## src/design/tcco_cfg.svh

```systemverilog
`ifndef TCCO_CFG_SVH
`define TCCO_CFG_SVH

// Register byte offsets
`define TCCO_CTRL_OFS 8'h00
`define TCCO_START_OFS 8'h04
`define TCCO_RELOAD_OFS 8'h08
`define TCCO_COUNT_OFS 8'h0C
`define TCCO_OUT_OFS 8'h10
`define TCCO_PRESC_OFS 8'h14

// Control register fields
`define TCCO_MODE_LSB 0
`define TCCO_MODE_MSB 2
`define TCCO_STINT_BIT 3
`define TCCO_CLKSEL_BIT 4
`define TCCO_FILT_BIT 5
`define TCCO_EDGE_LSB 6
`define TCCO_EDGE_MSB 7
`define TCCO_OMODE_BIT 8
`define TCCO_OPOL_BIT 9
`define TCCO_OEN_BIT 10
`define TCCO_CTRL_W 11

// Start register bits
`define TCCO_GO_BIT 0
`define TCCO_HALT_BIT 1

// Reset values and the one-count all-ones value
`define TCCO_CTRL_RST 11'h000
`define TCCO_RELOAD_RST 16'h0000
`define TCCO_PRESC_RST 16'h0000
`define TCCO_CNT_ALL1 16'hFFFF

// Bus responses
`define TCCO_RESP_OK 2'h0
`define TCCO_RESP_ERR 2'h2

`endif

```

## src/design/tcco_pkg.sv

```systemverilog
package tcco_pkg;

    // Counting modes as written to the control register
    typedef enum logic [2:0]
    {
        TCCO_INTERVAL = 3'b000,
        TCCO_CAPTURE = 3'b010,
        TCCO_EVENT = 3'b011,
        TCCO_ONECOUNT = 3'b100,
        TCCO_CAPONE = 3'b110
    } tcco_mode_e;

    // Channel sequencing states
    typedef enum logic [1:0]
    {
        TCCO_ST_STOP = 2'b00,
        TCCO_ST_FIRST = 2'b01,
        TCCO_ST_TRIG = 2'b10,
        TCCO_ST_RUN = 2'b11
    } tcco_state_e;

    // Valid input edge selection
    typedef enum logic [1:0]
    {
        TCCO_EDGE_FALL = 2'b00,
        TCCO_EDGE_RISE = 2'b01,
        TCCO_EDGE_BOTH = 2'b10
    } tcco_edge_e;

endpackage

```

## src/design/tcco_channel.sv

```systemverilog
// Overview of operation
// - Interval: after start, first count clock loads reload value, later clocks count down.
// - Interval: at zero, raise interrupt, reload and keep counting.
// - Interval/capture: start-interrupt select 1 raises interrupt at start trigger.
// - Event counter: start loads reload value at once, input edges count down.
// - Stopped channel holds counter, running flag 0; start sets running flag.
// - Capture: first count clock clears counter and starts counting up.
// - Capture: each valid edge copies counter, raises interrupt, counter restarts at zero.
// - One-count modes: start enters wait; input rising edge is start trigger.
// - One-count: trigger loads reload, count down; at zero interrupt, all ones, wait for next trigger.
// - Capture plus one-count: trigger clears counter and counts up.
// - Capture plus one-count: falling edge copies counter and raises interrupt.
// - Noise filter delays input edge detection by three operation clocks.
// - Operation clock enable, start trigger and interrupt are one-cycle pulses.
// - Master output mode ignores polarity; only own interrupt toggles output.
// - Slave mode: polarity 0 master sets, slave resets; polarity 1 swapped.
// - Simultaneous master and slave interrupts: reset wins, set masked.
// - Output enabled: only interrupts change the output, software writes ignored.
// - Output disabled: software writes accepted, interrupts not forwarded.
// - Output register readable at any time, shows current output level.
// - Counter changes one peripheral cycle after the count clock edge.
// - Master mode: every interrupt inverts output; the start event does so only with start-interrupt select 1.
// - Slave mode: master set is applied one count clock later.
//
// The AXI4-Lite slave port and the address map were left to the implementer.
`timescale 1ns/1ps
`include "tcco_cfg.svh"

module tcco_channel
    import tcco_pkg::*;
#(
    parameter int CNT_W = 16
)
(
    // Clock and reset
    input wire logic aclk,
    input wire logic aresetn,
    // AXI4-Lite write address and data
    input wire logic [7:0] s_axi_awaddr,
    input wire logic s_axi_awvalid,
    output logic s_axi_awready,
    input wire logic [31:0] s_axi_wdata,
    input wire logic [3:0] s_axi_wstrb,
    input wire logic s_axi_wvalid,
    output logic s_axi_wready,
    // AXI4-Lite write response
    output logic [1:0] s_axi_bresp,
    output logic s_axi_bvalid,
    input wire logic s_axi_bready,
    // AXI4-Lite read
    input wire logic [7:0] s_axi_araddr,
    input wire logic s_axi_arvalid,
    output logic s_axi_arready,
    output logic [31:0] s_axi_rdata,
    output logic [1:0] s_axi_rresp,
    output logic s_axi_rvalid,
    input wire logic s_axi_rready,
    // Timer pins and neighbour channel
    input wire logic timer_input_pin,
    input wire logic master_interrupt_in,
    output logic channel_output_bit,
    // Channel events
    output logic channel_interrupt,
    output logic start_trigger,
    output logic op_clock_enable,
    output logic channel_running_flag
);

    // Software-visible state
    logic [`TCCO_CTRL_W-1:0] ctrl_q;
    logic [CNT_W-1:0] reload_q, reload_d;
    logic [CNT_W-1:0] presc_q;
    logic [CNT_W-1:0] cnt_q, cnt_d;
    logic out_q, out_d;
    logic run_q;
    tcco_state_e st_q, st_d;

    // Bus bookkeeping
    logic aw_got_q, w_got_q;
    logic [7:0] waddr_q;
    logic [31:0] wdata_q;
    logic [3:0] wstrb_q;
    logic bvalid_q, rvalid_q;
    logic [1:0] bresp_q, rresp_q;
    logic [31:0] rdata_q;

    // Timing and input path
    logic [CNT_W-1:0] div_q;
    logic tick_q;
    logic ti_s1_q, ti_s2_q, ti_s3_q, ti_lvl_q;
    logic nf1_q, nf2_q, nf_lvl_q, samp_q;
    logic cnt_en_q, rise_q, vedge_q, fall_q;
    logic int_q, int_d, strig_q, strig_d;
    logic pend_q;

    // Control field decode
    wire tcco_mode_e mode = tcco_mode_e'(ctrl_q[`TCCO_MODE_MSB:`TCCO_MODE_LSB]);
    wire st_int_sel = ctrl_q[`TCCO_STINT_BIT];
    wire clk_sel = ctrl_q[`TCCO_CLKSEL_BIT];
    wire filt_on = ctrl_q[`TCCO_FILT_BIT];
    wire tcco_edge_e edge_sel = tcco_edge_e'(ctrl_q[`TCCO_EDGE_MSB:`TCCO_EDGE_LSB]);
    wire out_mode = ctrl_q[`TCCO_OMODE_BIT];
    wire out_pol = ctrl_q[`TCCO_OPOL_BIT];
    wire out_en = ctrl_q[`TCCO_OEN_BIT];

    // Write decode; a write is committed once address and data are both held
    wire aw_hs = s_axi_awvalid & s_axi_awready;
    wire w_hs = s_axi_wvalid & s_axi_wready;
    wire wr_go = aw_got_q & w_got_q & ~bvalid_q;
    wire [31:0] wmask = {{8{wstrb_q[3]}}, {8{wstrb_q[2]}}, {8{wstrb_q[1]}}, {8{wstrb_q[0]}}};
    wire sel_ctrl = waddr_q == `TCCO_CTRL_OFS;
    wire sel_start = waddr_q == `TCCO_START_OFS;
    wire sel_reload = waddr_q == `TCCO_RELOAD_OFS;
    wire sel_out = waddr_q == `TCCO_OUT_OFS;
    wire sel_presc = waddr_q == `TCCO_PRESC_OFS;
    wire wr_hit = sel_ctrl | sel_start | sel_reload | sel_out | sel_presc | (waddr_q == `TCCO_COUNT_OFS);
    wire [31:0] ctrl_m = (32'(ctrl_q) & ~wmask) | (wdata_q & wmask);
    wire [31:0] reload_m = (32'(reload_q) & ~wmask) | (wdata_q & wmask);
    wire [31:0] presc_m = (32'(presc_q) & ~wmask) | (wdata_q & wmask);
    wire go_wr = wr_go & sel_start & wstrb_q[0] & wdata_q[`TCCO_GO_BIT];
    wire halt_wr = wr_go & sel_start & wstrb_q[0] & wdata_q[`TCCO_HALT_BIT] & ~wdata_q[`TCCO_GO_BIT];
    wire out_wr = wr_go & sel_out & wstrb_q[0];

    // Read decode
    wire [7:0] ra = s_axi_araddr;
    wire rd_hit = ra == `TCCO_CTRL_OFS || ra == `TCCO_START_OFS || ra == `TCCO_RELOAD_OFS
        || ra == `TCCO_COUNT_OFS || ra == `TCCO_OUT_OFS || ra == `TCCO_PRESC_OFS;
    wire [31:0] rd_mux = (ra == `TCCO_CTRL_OFS) ? 32'(ctrl_q) :
        (ra == `TCCO_START_OFS) ? {30'h0, st_q == TCCO_ST_TRIG, run_q} :
        (ra == `TCCO_RELOAD_OFS) ? 32'(reload_q) :
        (ra == `TCCO_COUNT_OFS) ? 32'(cnt_q) :
        (ra == `TCCO_OUT_OFS) ? {31'h0, out_q} :
        (ra == `TCCO_PRESC_OFS) ? 32'(presc_q) : 32'h0000_0000;

    assign s_axi_awready = ~aw_got_q & ~bvalid_q;
    assign s_axi_wready = ~w_got_q & ~bvalid_q;
    assign s_axi_bvalid = bvalid_q;
    assign s_axi_bresp = bresp_q;
    assign s_axi_arready = ~rvalid_q;
    assign s_axi_rvalid = rvalid_q;
    assign s_axi_rdata = rdata_q;
    assign s_axi_rresp = rresp_q;

    // Write channel capture in either order, then one response
    always_ff @(posedge aclk)
    begin
        if (!aresetn)
        begin
            aw_got_q <= 1'b0;
            w_got_q <= 1'b0;
            bvalid_q <= 1'b0;
            bresp_q <= `TCCO_RESP_OK;
            waddr_q <= 8'h00;
            wdata_q <= 32'h0000_0000;
            wstrb_q <= 4'h0;
        end
        else
        begin
            if (aw_hs)
            begin
                aw_got_q <= 1'b1;
                waddr_q <= s_axi_awaddr;
            end
            if (w_hs)
            begin
                w_got_q <= 1'b1;
                wdata_q <= s_axi_wdata;
                wstrb_q <= s_axi_wstrb;
            end
            if (wr_go)
            begin
                aw_got_q <= 1'b0;
                w_got_q <= 1'b0;
                bvalid_q <= 1'b1;
                bresp_q <= wr_hit ? `TCCO_RESP_OK : `TCCO_RESP_ERR;
            end
            else if (bvalid_q && s_axi_bready)
                bvalid_q <= 1'b0;
        end
    end

    // Read answer one cycle after the address is taken
    always_ff @(posedge aclk)
    begin
        if (!aresetn)
        begin
            rvalid_q <= 1'b0;
            rdata_q <= 32'h0000_0000;
            rresp_q <= `TCCO_RESP_OK;
        end
        else if (s_axi_arvalid && s_axi_arready)
        begin
            rvalid_q <= 1'b1;
            rdata_q <= rd_mux;
            rresp_q <= rd_hit ? `TCCO_RESP_OK : `TCCO_RESP_ERR;
        end
        else if (rvalid_q && s_axi_rready)
            rvalid_q <= 1'b0;
    end

    // Configuration registers; count register is read only
    always_ff @(posedge aclk)
    begin
        if (!aresetn)
        begin
            ctrl_q <= `TCCO_CTRL_RST;
            presc_q <= `TCCO_PRESC_RST;
        end
        else if (wr_go)
        begin
            if (sel_ctrl)
                ctrl_q <= ctrl_m[`TCCO_CTRL_W-1:0];
            if (sel_presc)
                presc_q <= presc_m[CNT_W-1:0];
        end
    end

    // Operation clock enable: one cycle high every presc_q+1 cycles
    always_ff @(posedge aclk)
    begin
        if (!aresetn)
        begin
            div_q <= '0;
            tick_q <= 1'b0;
        end
        else
        begin
            tick_q <= div_q == presc_q;
            div_q <= (div_q >= presc_q) ? '0 : div_q + 1'b1;
        end
    end
    assign op_clock_enable = tick_q;

    // Pin synchroniser; a level counts once stages two and three agree
    always_ff @(posedge aclk)
    begin
        if (!aresetn)
        begin
            ti_s1_q <= 1'b0;
            ti_s2_q <= 1'b0;
            ti_s3_q <= 1'b0;
            ti_lvl_q <= 1'b0;
        end
        else
        begin
            ti_s1_q <= timer_input_pin;
            ti_s2_q <= ti_s1_q;
            ti_s3_q <= ti_s2_q;
            if (ti_s2_q == ti_s3_q)
                ti_lvl_q <= ti_s3_q;
        end
    end

    // Noise filter: level must hold two operation clocks before it is passed on
    wire filt_lvl = filt_on ? nf_lvl_q : ti_lvl_q;
    always_ff @(posedge aclk)
    begin
        if (!aresetn)
        begin
            nf1_q <= 1'b0;
            nf2_q <= 1'b0;
            nf_lvl_q <= 1'b0;
            samp_q <= 1'b0;
        end
        else if (tick_q)
        begin
            nf1_q <= ti_lvl_q;
            nf2_q <= nf1_q;
            if (nf1_q == nf2_q)
                nf_lvl_q <= nf2_q;
            samp_q <= filt_lvl;
        end
    end

    // Edge detection on operation-clock sampling
    wire rise_p = tick_q & filt_lvl & ~samp_q;
    wire fall_p = tick_q & ~filt_lvl & samp_q;
    wire vedge_p = (edge_sel == TCCO_EDGE_RISE) ? rise_p :
        (edge_sel == TCCO_EDGE_BOTH) ? (rise_p | fall_p) : fall_p;
    wire count_clk = clk_sel ? vedge_p : tick_q;

    // One-cycle retiming so the counter moves a cycle after the count clock
    always_ff @(posedge aclk)
    begin
        if (!aresetn)
        begin
            cnt_en_q <= 1'b0;
            rise_q <= 1'b0;
            fall_q <= 1'b0;
            vedge_q <= 1'b0;
        end
        else
        begin
            cnt_en_q <= count_clk;
            rise_q <= rise_p;
            fall_q <= fall_p;
            vedge_q <= vedge_p;
        end
    end

    // Counter sequencing per mode
    wire cnt_zero = cnt_q == '0;
    always_comb
    begin
        st_d = st_q;
        cnt_d = cnt_q;
        reload_d = reload_q;
        int_d = 1'b0;
        strig_d = 1'b0;
        if (wr_go && sel_reload)
            reload_d = reload_m[CNT_W-1:0];
        if (halt_wr)
            st_d = TCCO_ST_STOP;
        else if (go_wr)
        begin
            unique case (mode)
                TCCO_EVENT:
                begin
                    cnt_d = reload_q;
                    st_d = TCCO_ST_RUN;
                end
                TCCO_ONECOUNT, TCCO_CAPONE: st_d = TCCO_ST_TRIG;
                default: st_d = TCCO_ST_FIRST;
            endcase
        end
        else
        begin
            unique case (st_q)
                TCCO_ST_STOP: st_d = TCCO_ST_STOP;
                TCCO_ST_FIRST:
                    if (cnt_en_q)
                    begin
                        strig_d = 1'b1;
                        int_d = st_int_sel;
                        cnt_d = (mode == TCCO_CAPTURE) ? '0 : reload_q;
                        st_d = TCCO_ST_RUN;
                    end
                TCCO_ST_TRIG:
                    if (rise_q)
                    begin
                        strig_d = 1'b1;
                        cnt_d = (mode == TCCO_CAPONE) ? '0 : reload_q;
                        st_d = TCCO_ST_RUN;
                    end
                TCCO_ST_RUN:
                    unique case (mode)
                        TCCO_CAPTURE:
                            if (vedge_q)
                            begin
                                reload_d = cnt_q;
                                int_d = 1'b1;
                                cnt_d = '0;
                            end
                            else if (cnt_en_q)
                                cnt_d = cnt_q + 1'b1;
                        TCCO_CAPONE:
                            if (fall_q)
                            begin
                                reload_d = cnt_q;
                                int_d = 1'b1;
                                st_d = TCCO_ST_TRIG;
                            end
                            else if (cnt_en_q)
                                cnt_d = cnt_q + 1'b1;
                        TCCO_ONECOUNT:
                            if (cnt_en_q && cnt_zero)
                            begin
                                int_d = 1'b1;
                                cnt_d = `TCCO_CNT_ALL1;
                                st_d = TCCO_ST_TRIG;
                            end
                            else if (cnt_en_q)
                                cnt_d = cnt_q - 1'b1;
                        default:
                        begin
                            // Event mode counts input edges, interval counts count clocks
                            if ((mode == TCCO_EVENT) ? vedge_q : cnt_en_q)
                            begin
                                if (cnt_zero)
                                begin
                                    int_d = 1'b1;
                                    cnt_d = reload_q;
                                end
                                else
                                    cnt_d = cnt_q - 1'b1;
                            end
                        end
                    endcase
            endcase
        end
    end

    // Sequencer registers; capture into the reload register wins over a bus write
    always_ff @(posedge aclk)
    begin
        if (!aresetn)
        begin
            st_q <= TCCO_ST_STOP;
            cnt_q <= '0;
            reload_q <= `TCCO_RELOAD_RST;
            int_q <= 1'b0;
            strig_q <= 1'b0;
            run_q <= 1'b0;
        end
        else
        begin
            st_q <= st_d;
            cnt_q <= cnt_d;
            reload_q <= reload_d;
            int_q <= int_d;
            strig_q <= strig_d;
            run_q <= st_d != TCCO_ST_STOP;
        end
    end
    assign channel_interrupt = int_q;
    assign start_trigger = strig_q;
    assign channel_running_flag = run_q;

    // Output events; the master set waits one count clock so 0% and 100% are reachable
    // Start toggle rides on the start interrupt, so one-count triggers leave the output alone
    wire tgl_ev = out_en & ~out_mode & int_q;
    wire set_apply = out_en & out_mode & pend_q & cnt_en_q;
    wire rst_ev = out_en & out_mode & int_q;
    always_comb
    begin
        out_d = out_q;
        if (!out_en)
        begin
            if (out_wr)
                out_d = wdata_q[0];
        end
        else if (!out_mode)
        begin
            if (tgl_ev)
                out_d = ~out_q;
        end
        else if (rst_ev)
            out_d = out_pol;
        else if (set_apply)
            out_d = ~out_pol;
    end

    // Pending master set; cleared when applied, masked or output disabled
    always_ff @(posedge aclk)
    begin
        if (!aresetn)
        begin
            out_q <= 1'b0;
            pend_q <= 1'b0;
        end
        else
        begin
            out_q <= out_d;
            if (!out_en || !out_mode || rst_ev)
                pend_q <= 1'b0;
            else if (master_interrupt_in)
                pend_q <= 1'b1;
            else if (set_apply)
                pend_q <= 1'b0;
        end
    end
    assign channel_output_bit = out_q;

    // Checks
    start_pulse_a: assert property (@(posedge aclk) disable iff (!aresetn)
        start_trigger |=> !start_trigger) else $error("start trigger longer than one cycle");
    stop_hold_a: assert property (@(posedge aclk) disable iff (!aresetn)
        (st_q == TCCO_ST_STOP && !go_wr) |=> $stable(cnt_q) && !run_q) else $error("stopped counter moved");
    run_flag_a: assert property (@(posedge aclk) disable iff (!aresetn)
        go_wr |=> channel_running_flag) else $error("running flag not set by start");
    event_load_a: assert property (@(posedge aclk) disable iff (!aresetn)
        (go_wr && mode == TCCO_EVENT) |=> cnt_q == $past(reload_q)) else $error("event start did not load");
    intv_reload_a: assert property (@(posedge aclk) disable iff (!aresetn)
        (st_q == TCCO_ST_RUN && mode == TCCO_INTERVAL && cnt_en_q && cnt_zero && !wr_go)
        |=> cnt_q == $past(reload_q) && channel_interrupt) else $error("interval reload missed");
    cap_copy_a: assert property (@(posedge aclk) disable iff (!aresetn)
        (st_q == TCCO_ST_RUN && mode == TCCO_CAPTURE && vedge_q && !wr_go)
        |=> reload_q == $past(cnt_q) && cnt_q == '0 && channel_interrupt) else $error("capture failed");
    cap_start_a: assert property (@(posedge aclk) disable iff (!aresetn)
        (st_q == TCCO_ST_FIRST && mode == TCCO_CAPTURE && cnt_en_q && !wr_go)
        |=> cnt_q == '0 && st_q == TCCO_ST_RUN ##1 !start_trigger) else $error("capture start wrong");
    one_end_a: assert property (@(posedge aclk) disable iff (!aresetn)
        (st_q == TCCO_ST_RUN && mode == TCCO_ONECOUNT && cnt_en_q && cnt_zero && !wr_go)
        |=> cnt_q == `TCCO_CNT_ALL1 && st_q == TCCO_ST_TRIG) else $error("one-count end wrong");
    out_hold_a: assert property (@(posedge aclk) disable iff (!aresetn)
        (out_en && !tgl_ev && !rst_ev && !set_apply) |=> $stable(channel_output_bit))
        else $error("output changed without event");
    reset_prio_a: assert property (@(posedge aclk) disable iff (!aresetn)
        (rst_ev && set_apply) |=> channel_output_bit == $past(out_pol)) else $error("set beat reset");
    cnt_lag_a: assert property (@(posedge aclk) disable iff (!aresetn)
        (st_q == TCCO_ST_RUN && mode == TCCO_INTERVAL && !cnt_en_q && !wr_go) |=> $stable(cnt_q))
        else $error("counter moved without count clock");
    intv_cov: cover property (@(posedge aclk) disable iff (!aresetn)
        st_q == TCCO_ST_RUN && mode == TCCO_INTERVAL && int_q);
    cap_cov: cover property (@(posedge aclk) disable iff (!aresetn)
        st_q == TCCO_ST_RUN && mode == TCCO_CAPONE && fall_q);
    pwm_cov: cover property (@(posedge aclk) disable iff (!aresetn) rst_ev && set_apply);

endmodule

```

## config.mk

```make
export PLATFORM = sky130hd
export DESIGN_NAME = tcco_channel
export DESIGN_NICKNAME = d
export VERILOG_FILES = /design/src/design/tcco_pkg.sv /design/src/design/tcco_channel.sv
export VERILOG_INCLUDE_DIRS = /design/src /design/src/design
export SDC_FILE = /design/constraint.sdc
export NUM_CORES = 1
export LEC_CHECK = 0
export ABC_AREA = 1
export BUFFER_PORTS_ARGS = -buffer_cell sky130_fd_sc_hd__buf_2
export CAP_MARGIN = 20
export CORE_MARGIN = 10
export CORE_UTILIZATION = 35
export CTS_BUF_LIST = sky130_fd_sc_hd__clkbuf_4 sky130_fd_sc_hd__clkbuf_8
export CTS_CLUSTER_SIZE = 8
export DETAILED_ROUTE_END_ITERATION = 7
export PLACE_DENSITY = 0.57
export SYNTH_ARGS = -nofsm -noshare
export SYNTH_HDL_FRONTEND = slang
export SYNTH_SLANG_ARGS = --single-unit
```

## constraint.sdc

```tcl
create_clock -name aclk -period 2.5 [get_ports aclk]
set_input_delay 0.375 -clock aclk [delete_from_list [all_inputs] [get_ports aclk]]
set_output_delay 0.375 -clock aclk [all_outputs]
set_load 0.1 [all_outputs]
```

# After elaboration in Yosys (flattened, before gate mapping)

Cells that the tools add are included.

Input bits: 61
Memories: 0
Flip-flop bits (word level): 161
Latch bits: 0
Bits in read-only memories: 0
Output and inout bits: 46
Logic and storage cells: 218
Bits in writable memories: 0

Div/mod/pow operators: 0
$mul: 0
$add $sub $neg: 3
Bitwise operators: 49
Equality and inequality tests: 30
Mux-type cells: 67
Shifts and indexed selects: 0
Reduce and logical (&&, ||, !) cells: 34
Order comparisons: 1

Operators with widths:

| operator                                                               | number |
|---|---|
| 16-bit two-way mux                                                     | 25 |
| 16-bit one-hot mux with 3 select lines                                 | 2 |
| 16-bit bitwise AND                                                     | 3 |
| 16-bit by 1-bit adder with 16-bit output (second input constant)       | 2 |
| 8-bit by 4-bit equality test with 1-bit output (second input constant) | 4 |
| 8-bit by 5-bit equality test with 1-bit output (second input constant) | 4 |
| 16-bit OR                                                              | 2 |
| 16-bit one-hot mux with 2 select lines                                 | 1 |
| 1-bit two-way mux                                                      | 25 |
| 1-bit bitwise AND                                                      | 23 |
| 16-bit equality test                                                   | 1 |
| 8-bit by 3-bit equality test with 1-bit output (second input constant) | 2 |
| 16-bit >= comparator                                                   | 1 |
| 16-bit zero test                                                       | 1 |
| 8-bit zero test                                                        | 2 |
| 2-bit two-way mux                                                      | 8 |
| 16-bit NOT                                                             | 1 |
| 16-bit by 1-bit subtractor with 16-bit output (second input constant)  | 1 |
| 1-bit NOT                                                              | 12 |
| 11-bit bitwise AND                                                     | 1 |
| 11-bit OR                                                              | 1 |
| 2-bit nonzero test                                                     | 5 |
| 2-bit one-hot mux with 2 select lines                                  | 2 |
| 2-bit one-hot mux with 4 select lines                                  | 1 |
| other kinds (25)                                                       | 54 |

# Depth between registers and ports, before layout

Gate-level depths: netlist of the first run.

Depth in word-level cells: 9
Depth in mapped cells: 14
Gate-level depth less buffers: 13

# Worst setup path after synthesis of the first run

Ideal clock, no wire load.

Path type: register -> register
From: register bvalid_q, in the netlist s_axi_bvalid
To: register wdata_q[15]
Slack: -0.639 ns
Buffers on the path: 1
Required time: 2.372 ns
Arrival time: 3.010 ns
Cell stages (with the launch flop): 6
Clock period less this slack: 3.139 ns
Library setup time: 0.128 ns
Path through: dfxtp_1 > nor2_1 > nand2_1 > clkbuf_1 > o21ai_0 > a21oi_1

Word-level cells in the longest chain between the ends: 3

RTL lines:

| what                   | line                | text |
|---|---|---|
| start, declared        | tcco_channel.sv:83  | `logic bvalid_q, rvalid_q;` |
| start signal, assigned | tcco_channel.sv:151 | `bvalid_q <= 1'b0;` |
| start signal, assigned | tcco_channel.sv:174 | `bvalid_q <= 1'b1;` |
| start signal, assigned | tcco_channel.sv:178 | `bvalid_q <= 1'b0;` |
| 1-bit NOT              | tcco_channel.sv:136 | `assign s_axi_wready = ~w_got_q & ~bvalid_q;` |
| 1-bit bitwise AND      | tcco_channel.sv:136 |  |
| net s_axi_wready       | tcco_channel.sv:45  | `output logic s_axi_wready,` |
| 1-bit bitwise AND      | tcco_channel.sv:108 | `wire w_hs = s_axi_wvalid & s_axi_wready;` |
| end signal, assigned   | tcco_channel.sv:167 | `wdata_q <= s_axi_wdata;` |
| end, declared          | tcco_channel.sv:81  | `logic [31:0] wdata_q;` |

The timed path passes the listed nets, and every way through them passes these cells.
A chain may end at the register's enable or synchronous reset.

# Worst setup path after layout of the first run

From: register cnt_q[0]
To: register cnt_q[11]

Word-level cells in the longest chain between the ends: 6
Elaborated cells between the ends (all ways): 16
Those cells by class: add/sub (2); eq/ne (1); mux (10); reduce/logical (3)

RTL lines:

| what                                                                  | line                                     | text |
|---|---|---|
| start, declared                                                       | tcco_channel.sv:73                       | `logic [CNT_W-1:0] cnt_q, cnt_d;` |
| start signal, assigned                                                | tcco_channel.sv:408                      | `cnt_q <= cnt_d;` |
| 16-bit by 1-bit subtractor with 16-bit output (tied with other cells) | tcco_channel.sv:373, tcco_channel.sv:385 |  |
| 16-bit two-way mux (tied with other cells)                            | tcco_channel.sv:379                      | `if (cnt_zero)` |
| 16-bit two-way mux (on tied branches)                                 | n/a                                      |  |
| 16-bit one-hot mux with 3 select lines                                | tcco_channel.sv:346                      | `unique case (mode)` |
| 16-bit one-hot mux with 3 select lines                                | tcco_channel.sv:328                      | `unique case (st_q)` |
| 16-bit two-way mux                                                    | tcco_channel.sv:314                      | `else if (go_wr)` |

Parallel ways exist; a longest one is shown, timed or not. The select of a mux whose other input is x is not followed.

==> results.py, run 1 <==
metrics = {
    "worst_hold_path": {
        "holdPathEnd": "ti_s1_q",
        "hp-class": "input port to register",
        "hold_path_depth": 3,
        "worstHoldStart": "timer_input_pin",
    },
    "routing": {
        "wl_per_cell_um": 15.56,
        "ant_nets": 0,
        "drt-total-wl_mm": 25.98,
        "viasPerCell": 4.933,
        "vias": 8234,
        "dr.pass1.iters": 5,
        "drc": 0,
        "drt_iter0_drc": 655,
    },
    "yosys": {
        "async_reset_ff_share_pct": 0,
        "netlist_instances": 1259,
        "ys.flop_type": "dfxtp_1",
        "synth_edf_count": 0,
        "yosys-top-cells-count": "nand2_1 (269), nor2_1 (161), dfxtp_1 (143), inv_1 (143), a21oi_1 (115)",
        "ys_seq_elements": 143,
        "synth.most_common_cell": "nand2_1",
        "synth_top_cells_by_area": "dfxtp_1 (34%), nand2_1 (12%), nor2_1 (7.2%), a21oi_1 (6.9%), inv_1 (6.4%)",
        "yosys.area.top_type": "dfxtp_1",
        "synth_area_um2": 8366,
        "yosys.area.top_type_share_pct": 34.22,
        "synth_warnings": 0,
        "synth.distinct_cells": 45,
        "syn_area_per_cell_um2": 6.645,
        "synth-seq-area-share_pct": 34.22,
    },
    "job": {
        "maxCapViolations": 0,
    },
    "power_and_ir_drop": {
        "power_density_nw_per_um2": 527.8,
        "seq_power_share_pct": 47.8,
        "p_sw_share_pct": 32.31,
        "cellInternalPower_mw": 3.384,
        "vdd_drop_max_v": 0.0003012,
        "switching_power_mw": 1.615,
        "p_clk_share_pct": 39.4,
        "p_leak_nw": 4.196,
        "pwr-share-comb_pct": 12.8,
    },
    "critical_path": {
        "cp-end-kind": "register",
        "startpoint": "cnt_q[0]",
        "crit_path_start_kind": "register",
        "cp_slowest_cell": "dfxtp_1",
        "path_class": "register to register",
        "cp_common_cell": "nand3_1",
        "r2r_end": "cnt_q[11]",
        "critPathRequiredTime_ns": 2.89,
        "crit_fanout": 10,
        "rrSetupSlack_ns": 0.39,
        "regToRegStartpoint": "cnt_q[0]",
        "cp.arrival_ns": 2.50,
        "rr_worst_depth": 10,
        "cp_cell_sequence": "inv_1, ha_1, nand3_1, nor2_4, nand2_2, inv_2, o21ai_0, nand3_1, nand2_1, a21oi_1",
        "cp_slowest_stage_delay_ns": 0.39,
    },
    "floorplan": {
        "die_h_um": 174.6,
        "die_x_um": 174.6,
        "start_util_pct": 35.64,
        "rows": 56,
        "io_pins": 107,
        "core_region_area_um2": 23470,
        "dieArea_um2": 30490,
    },
    "timing": {
        "max_freq_mhz": 473.5,
        "fin_setup_tns_ns": 0,
        "worst_pin_slew_ns": 0.6393,
        "period_needed_ns": 2.112,
        "fin_worst_skew_ns": 0.01844,
        "maxSlewViolCount": 0,
        "hold_viol": 0,
        "rsz0062_at_grt": "no",
        "finalCritPeriodShare_pct": 84.48,
        "finalSetupViolCount": 0,
        "relSlewSlack_pct": 57.26,
    },
    "clocking": {
        "cts_setup_buffers": 0,
        "clock_path_buffers": 2,
        "cts_resized": 0,
        "cts_sinks": 143,
        "clockRootBuffer": "clkbuf_8",
        "htreeDepth": 4,
        "cts_tree": "built",
        "clock_latency_ns": 0.47,
        "clk_pin_slew_ns": 0.11,
        "numCtsBuffers": 17,
        "holdBufCountCts": 0,
    },
    "placed_design": {
        "place_congestion": 0.8923,
        "place_hpwl_mm": 19.99,
        "portBuffers": 70,
    },
    "layout": {
        "area_growth_pct": 13.22,
        "insertedDiodeCount": 0,
        "drive_gt1_share_pct": 13.11,
        "num-nets-final": 1422,
        "final_util_pct": 40.35,
    },
    "global_routing": {
        "grt_max_degree": 53,
        "grt_overflow": 0,
        "grt_pass1_wl_mm": 42.32,
        "grt_pass1_vias": 8050,
        "antenna_found_initial": 0,
        "grt_util_all_layers_pct": 16.97,
    },
    "outcome": {
        "status": "finished clean",
    },
}
[cell families (layout without fill, tap and decap cells)]
| kind of cell | Yosys count | after routing | share of synthesized area (%) |
|---|---|---|---|
| AOI/OAI and AO/OA | 271 | 271 | 17.87 |
| xor gates and xnor gates | 21 | 21 | 2.199 |
| adders and majority gates | 24 | 24 | 3.590 |
| buffers and inverters | 211 | 285 | 11.14 |
| DFF | 143 | 143 | 34.22 |
| other | 1 | 18 | 0.04483 |
| and+or+nand+nor | 588 | 588 | 30.93 |
[cell type report]
class | count | area [um^2]
fillers | 2501 | 14000
multi-input cells | 922 | 4644
flip-flops and latches | 143 | 2864
inverters | 154 | 586.8
repair buffers | 99 | 568.0
well taps | 319 | 399.1
clock buffers | 17 | 234.0
clock inverters | 15 | 175.2
[metrics by stage]
stage | worst slack (ns) | cells | power (mW) | hold slack [ns] | cell area, um^2
floorplan | 0.06716 | 1276 | 2.955 | 0.3905 | 8444
global placement | 0.4806 | 1637 | 3.080 | 0.3921 | 9062
detailed placement | 0.4381 | 1637 | 3.086 | 0.3988 | 9062
CTS | 0.3829 | 1669 | 5.044 | 0.07116 | 9472
global route | 0.2363 | 1669 | 5.199 | 0.08662 | 9472
finish | 0.3880 | 1669 | 4.999 | 0.09814 | 9472
[metal layers]
metal	GRT usage [%]	wire length, um
met5	0	0
met4	4.910	487
met3	2.824	1032
met2	28.56	12160
met1	21.86	12290
[cells in the final DEF (no fill, tap or decap), types with 3 or more instances in the layout]
| cell type | synthesis | routed |
|---|---|---|
| nor2_1 | 161 | 159 |
| a211oi_1 | 19 | 19 |
| clkbuf_8 | 0 | 17 |
| inv_8 | 0 | 3 |
| nand2_1 | 269 | 269 |
| clkinv_1 | 4 | 4 |
| nand4_1 | 14 | 14 |
| buf_2 | 9 | 70 |
| inv_1 | 143 | 142 |
| a21oi_1 | 115 | 115 |
| clkinvlp_4 | 0 | 6 |
| o21ai_0 | 100 | 100 |
| inv_2 | 6 | 6 |
| xor2_1 | 17 | 17 |
| dfxtp_1 | 143 | 142 |
| nand2_2 | 8 | 8 |
| nand3_1 | 98 | 98 |
| nand2_4 | 4 | 4 |
| xnor2_1 | 4 | 4 |
| conb_1 | 1 | 18 |
| o211ai_1 | 15 | 15 |
| ha_1 | 24 | 24 |
| buf_4 | 23 | 29 |
| nor2_4 | 7 | 8 |
| nor3_1 | 10 | 10 |
| o22ai_1 | 7 | 7 |
| inv_6 | 0 | 4 |
| nor2_2 | 6 | 7 |
| o21ai_1 | 3 | 3 |
[power groups by stage]
stage | clock, mW | combinational, mW | sequential (mW)
global route | 2.11 | 0.697 | 2.40
global placement | 0 | 0.639 | 2.44
detailed placement | 0 | 0.644 | 2.44
finish | 1.97 | 0.642 | 2.39
floorplan | 0 | 0.401 | 2.55
CTS | 2.01 | 0.645 | 2.39
[critical path: cells and delay by family (launching register included)]
kind,cells,cell delay (ns)
simple gates,5,0.90
flops,1,0.39
fa+ha+maj,1,0.22
buf+inv,2,0.28
compound gates,2,0.25
[how the worst max path moves through the flow]
stage	endpoint	slack, ns
floorplan	waddr_q[4]	0.07
global placement	cnt_q[11]	0.48
detailed placement	cnt_q[11]	0.44
CTS	cnt_q[11]	0.38
global route	cnt_q[8]	0.24
finish	cnt_q[11]	0.39
No activity file was read; power rests on OpenSTA's default activity.
==> run 2: changes to the inputs <==
PLACE_DENSITY = 0.59   (was 0.57)
clock period = 1.7 ns   (was 2.5 ns; I/O delays follow)
==> run 2 against run 1 <==
Net effect: flip-flop and latch count stayed put; count of clock-buffer cells in the layout did not move; routed wire length up 6.1%; critical path type unchanged; power increased by 46%; die area unchanged; sequential power up 46%; worst setup slack lost 0.38 ns; highest routed layer unchanged; first-iteration DRC count fell by 0.31%; clock skew about the same; global-route usage rose by 0.30 points; clock power rose by 39%.
==> results.py, run 2 (synthesis gave the netlist of run 1 again) <==
metrics = {
    "routing": {
        "ant_nets": 0,
        "vias": 8824,
        "wl_met3_mm": 1.236,
        "drt-total-wl_mm": 27.57,
        "dr.pass1.iters": 5,
        "viasPerCell": 4.916,
        "wl_met1_mm": 12.33,
        "drc": 0,
        "highest_layer": "met4",
        "met2_length_mm": 13.60,
        "wl_per_cell_um": 15.36,
        "drt_iter0_drc": 653,
    },
    "critical_path": {
        "r2r_end": "cnt_q[6]",
        "rrSetupSlack_ns": 0.009,
        "rr_worst_depth": 12,
        "cp-end-kind": "register",
        "crit_path_start_kind": "register",
        "critPathRequiredTime_ns": 2.04,
        "cp.arrival_ns": 2.03,
        "regToRegStartpoint": "cnt_q[4]",
        "crit_fanout": 7,
        "path_class": "register to register",
    },
    "global_routing": {
        "grt_max_degree": 49,
        "grt_pass1_vias": 8212,
        "grt_pass1_wl_mm": 43.23,
        "grt_overflow": 0,
        "antenna_found_initial": 0,
        "grt_util_all_layers_pct": 17.27,
    },
    "timing": {
        "period_needed_ns": 1.691,
        "hold_viol": 0,
        "fin_setup_tns_ns": 0,
        "worst_pin_slew_ns": 0.5043,
        "finalCritPeriodShare_pct": 99.45,
        "whs_ns": 0.04466,
        "rsz0062_at_grt": "yes",
        "finalSetupViolCount": 0,
        "maxSlewViolCount": 0,
        "fin_worst_skew_ns": 0.01815,
        "max_freq_mhz": 591.5,
        "relSlewSlack_pct": 66.26,
    },
    "clocking": {
        "cts_tree": "built",
        "cts_sinks": 143,
        "clk_pin_slew_ns": 0.08,
        "clockRootBuffer": "clkbuf_8",
        "clock_latency_ns": 0.45,
        "clock_path_buffers": 2,
        "htreeDepth": 4,
        "numCtsBuffers": 17,
    },
    "power_and_ir_drop": {
        "power_density_nw_per_um2": 638.3,
        "vdd_drop_max_v": 0.0005103,
        "p_leak_nw": 5.016,
    },
    "placed_design": {
        "place_congestion": 0.9491,
        "portBuffers": 70,
        "place_hpwl_mm": 20.90,
    },
    "floorplan": {
        "die_x_um": 174.6,
        "dieArea_um2": 30490,
        "core_region_area_um2": 23470,
        "die_h_um": 174.6,
        "start_util_pct": 35.64,
        "rows": 56,
        "io_pins": 107,
    },
    "layout": {
        "insertedDiodeCount": 0,
        "regArea_um2": 2923,
        "drive_gt1_share_pct": 32.18,
        "area_growth_pct": 36.93,
        "multi_input_area_um2": 5405,
        "layout_common_cells": "nand2_1 (243), buf_4 (131), nor2_1 (128), inv_1 (125), dfxtp_1 (109)",
        "num-nets-final": 1548,
        "final_common_cell": "nand2_1",
        "fillCellCount": 2388,
    },
    "worst_hold_path": {
        "worstHoldStart": "s_axi_bready",
        "hold_path_depth": 4,
        "hp-class": "input port to register",
        "holdPathEnd": "s_axi_bvalid",
    },
    "outcome": {
        "status": "finished clean",
    },
    "job": {
        "maxCapViolations": 0,
    },
}
## run 2: cell types whose count changed in the layout (fill, tap and decap cells not counted), moves of 21 or more
cell / previous run / this run
dfxtp_2: 1 / 27
dfxtp_1: 142 / 109
nand3_1: 98 / 74
buf_4: 29 / 131
nor2_1: 159 / 128
nand2_1: 269 / 243
nand3_2: 2 / 23
## run 2: timing repair
| item | 4_1_cts | 5_1_grt |
|---|---|---|
| endpoints found under the setup margin | 47 | 53 |
| gates resized for setup | 33 | 200 |
| setup buffers | 7 | 16 |
| hold buffers | 1 | 0 |
| endpoints found under the hold margin | 1 | 0 |
| pin swaps | 11 | 66 |
| gates cloned | 3 | 2 |
## run 2: per-layer routing
metal / global-route usage (%) / up-vias
li1: - / 4514
met3: 2.479 / 28
met4: 4.027 / 0
met5: 0 / -
met1: 22.30 / 4049
met2: 29.71 / 233
## run 2: final cells by class
class / instances / share of cell area (%)
multi-input combinational: 925 / 47.19
clock buffer: 17 / 2.043
clock inverter: 15 / 1.409
sequential: 143 / 25.52
timing repair buffer: 222 / 15.11
tap: 319 / 3.484
inverter: 154 / 5.254
## run 2: metrics by stage
stage	power, mW	worst slack (ns)	util (%)	std cells	cell area, um^2
2_1_floorplan	4.358	-0.1456	-	1276	8494
3_3_place_gp	4.603	-0.04427	42.43	1734	9958
3_5_place_dp	4.613	-0.08804	42.43	1734	9958
4_1_cts	7.353	0.0003479	45.05	1777	10580
5_1_grt	7.613	-0.1002	48.80	1795	11450
6_report	7.312	0.009309	48.80	1795	11450
## run 2: how the worst max path moves through the flow
| stage | from | to | slack [ns] | cells after the start |
|---|---|---|---|---|
| after floorplan | s_axi_rvalid | s_axi_rdata[10] | -0.15 | 6 |
| after global placement | cnt_en_q | cnt_q[9] | -0.04 | 10 |
| after detailed placement | cnt_q[0] | cnt_q[1] | -0.09 | 10 |
| after CTS | st_q[0] | cnt_q[14] | 0.0003 | 11 |
| after global routing | cnt_q[4] | cnt_q[2] | -0.10 | 12 |
| final | cnt_q[4] | cnt_q[6] | 0.009 | 12 |
## run 2: worst max-delay path, cell delays in order, from the launching register on
cell and delay (ns):
dfxtp_1 0.37, nor2_1 0.16, nand2_1 0.15, nor2_4 0.15, buf_12 0.14, nand3_4 0.09, buf_4 0.15, nand3_1 0.06
nand2_1 0.05, nor2_1 0.08, nor2_1 0.04, nor2_1 0.10, nor2_1 0.04
## run 2: power breakdown
group / internal, mW / total [mW] / switching (mW) / leakage (nW)
registers: 3.44 / 3.50 / 0.0631 / 1.18
clock network: 1.32 / 2.74 / 1.42 / 0.183
logic: 0.260 / 1.07 / 0.810 / 3.65
total: 5.02 / 7.31 / 2.29 / 5.02
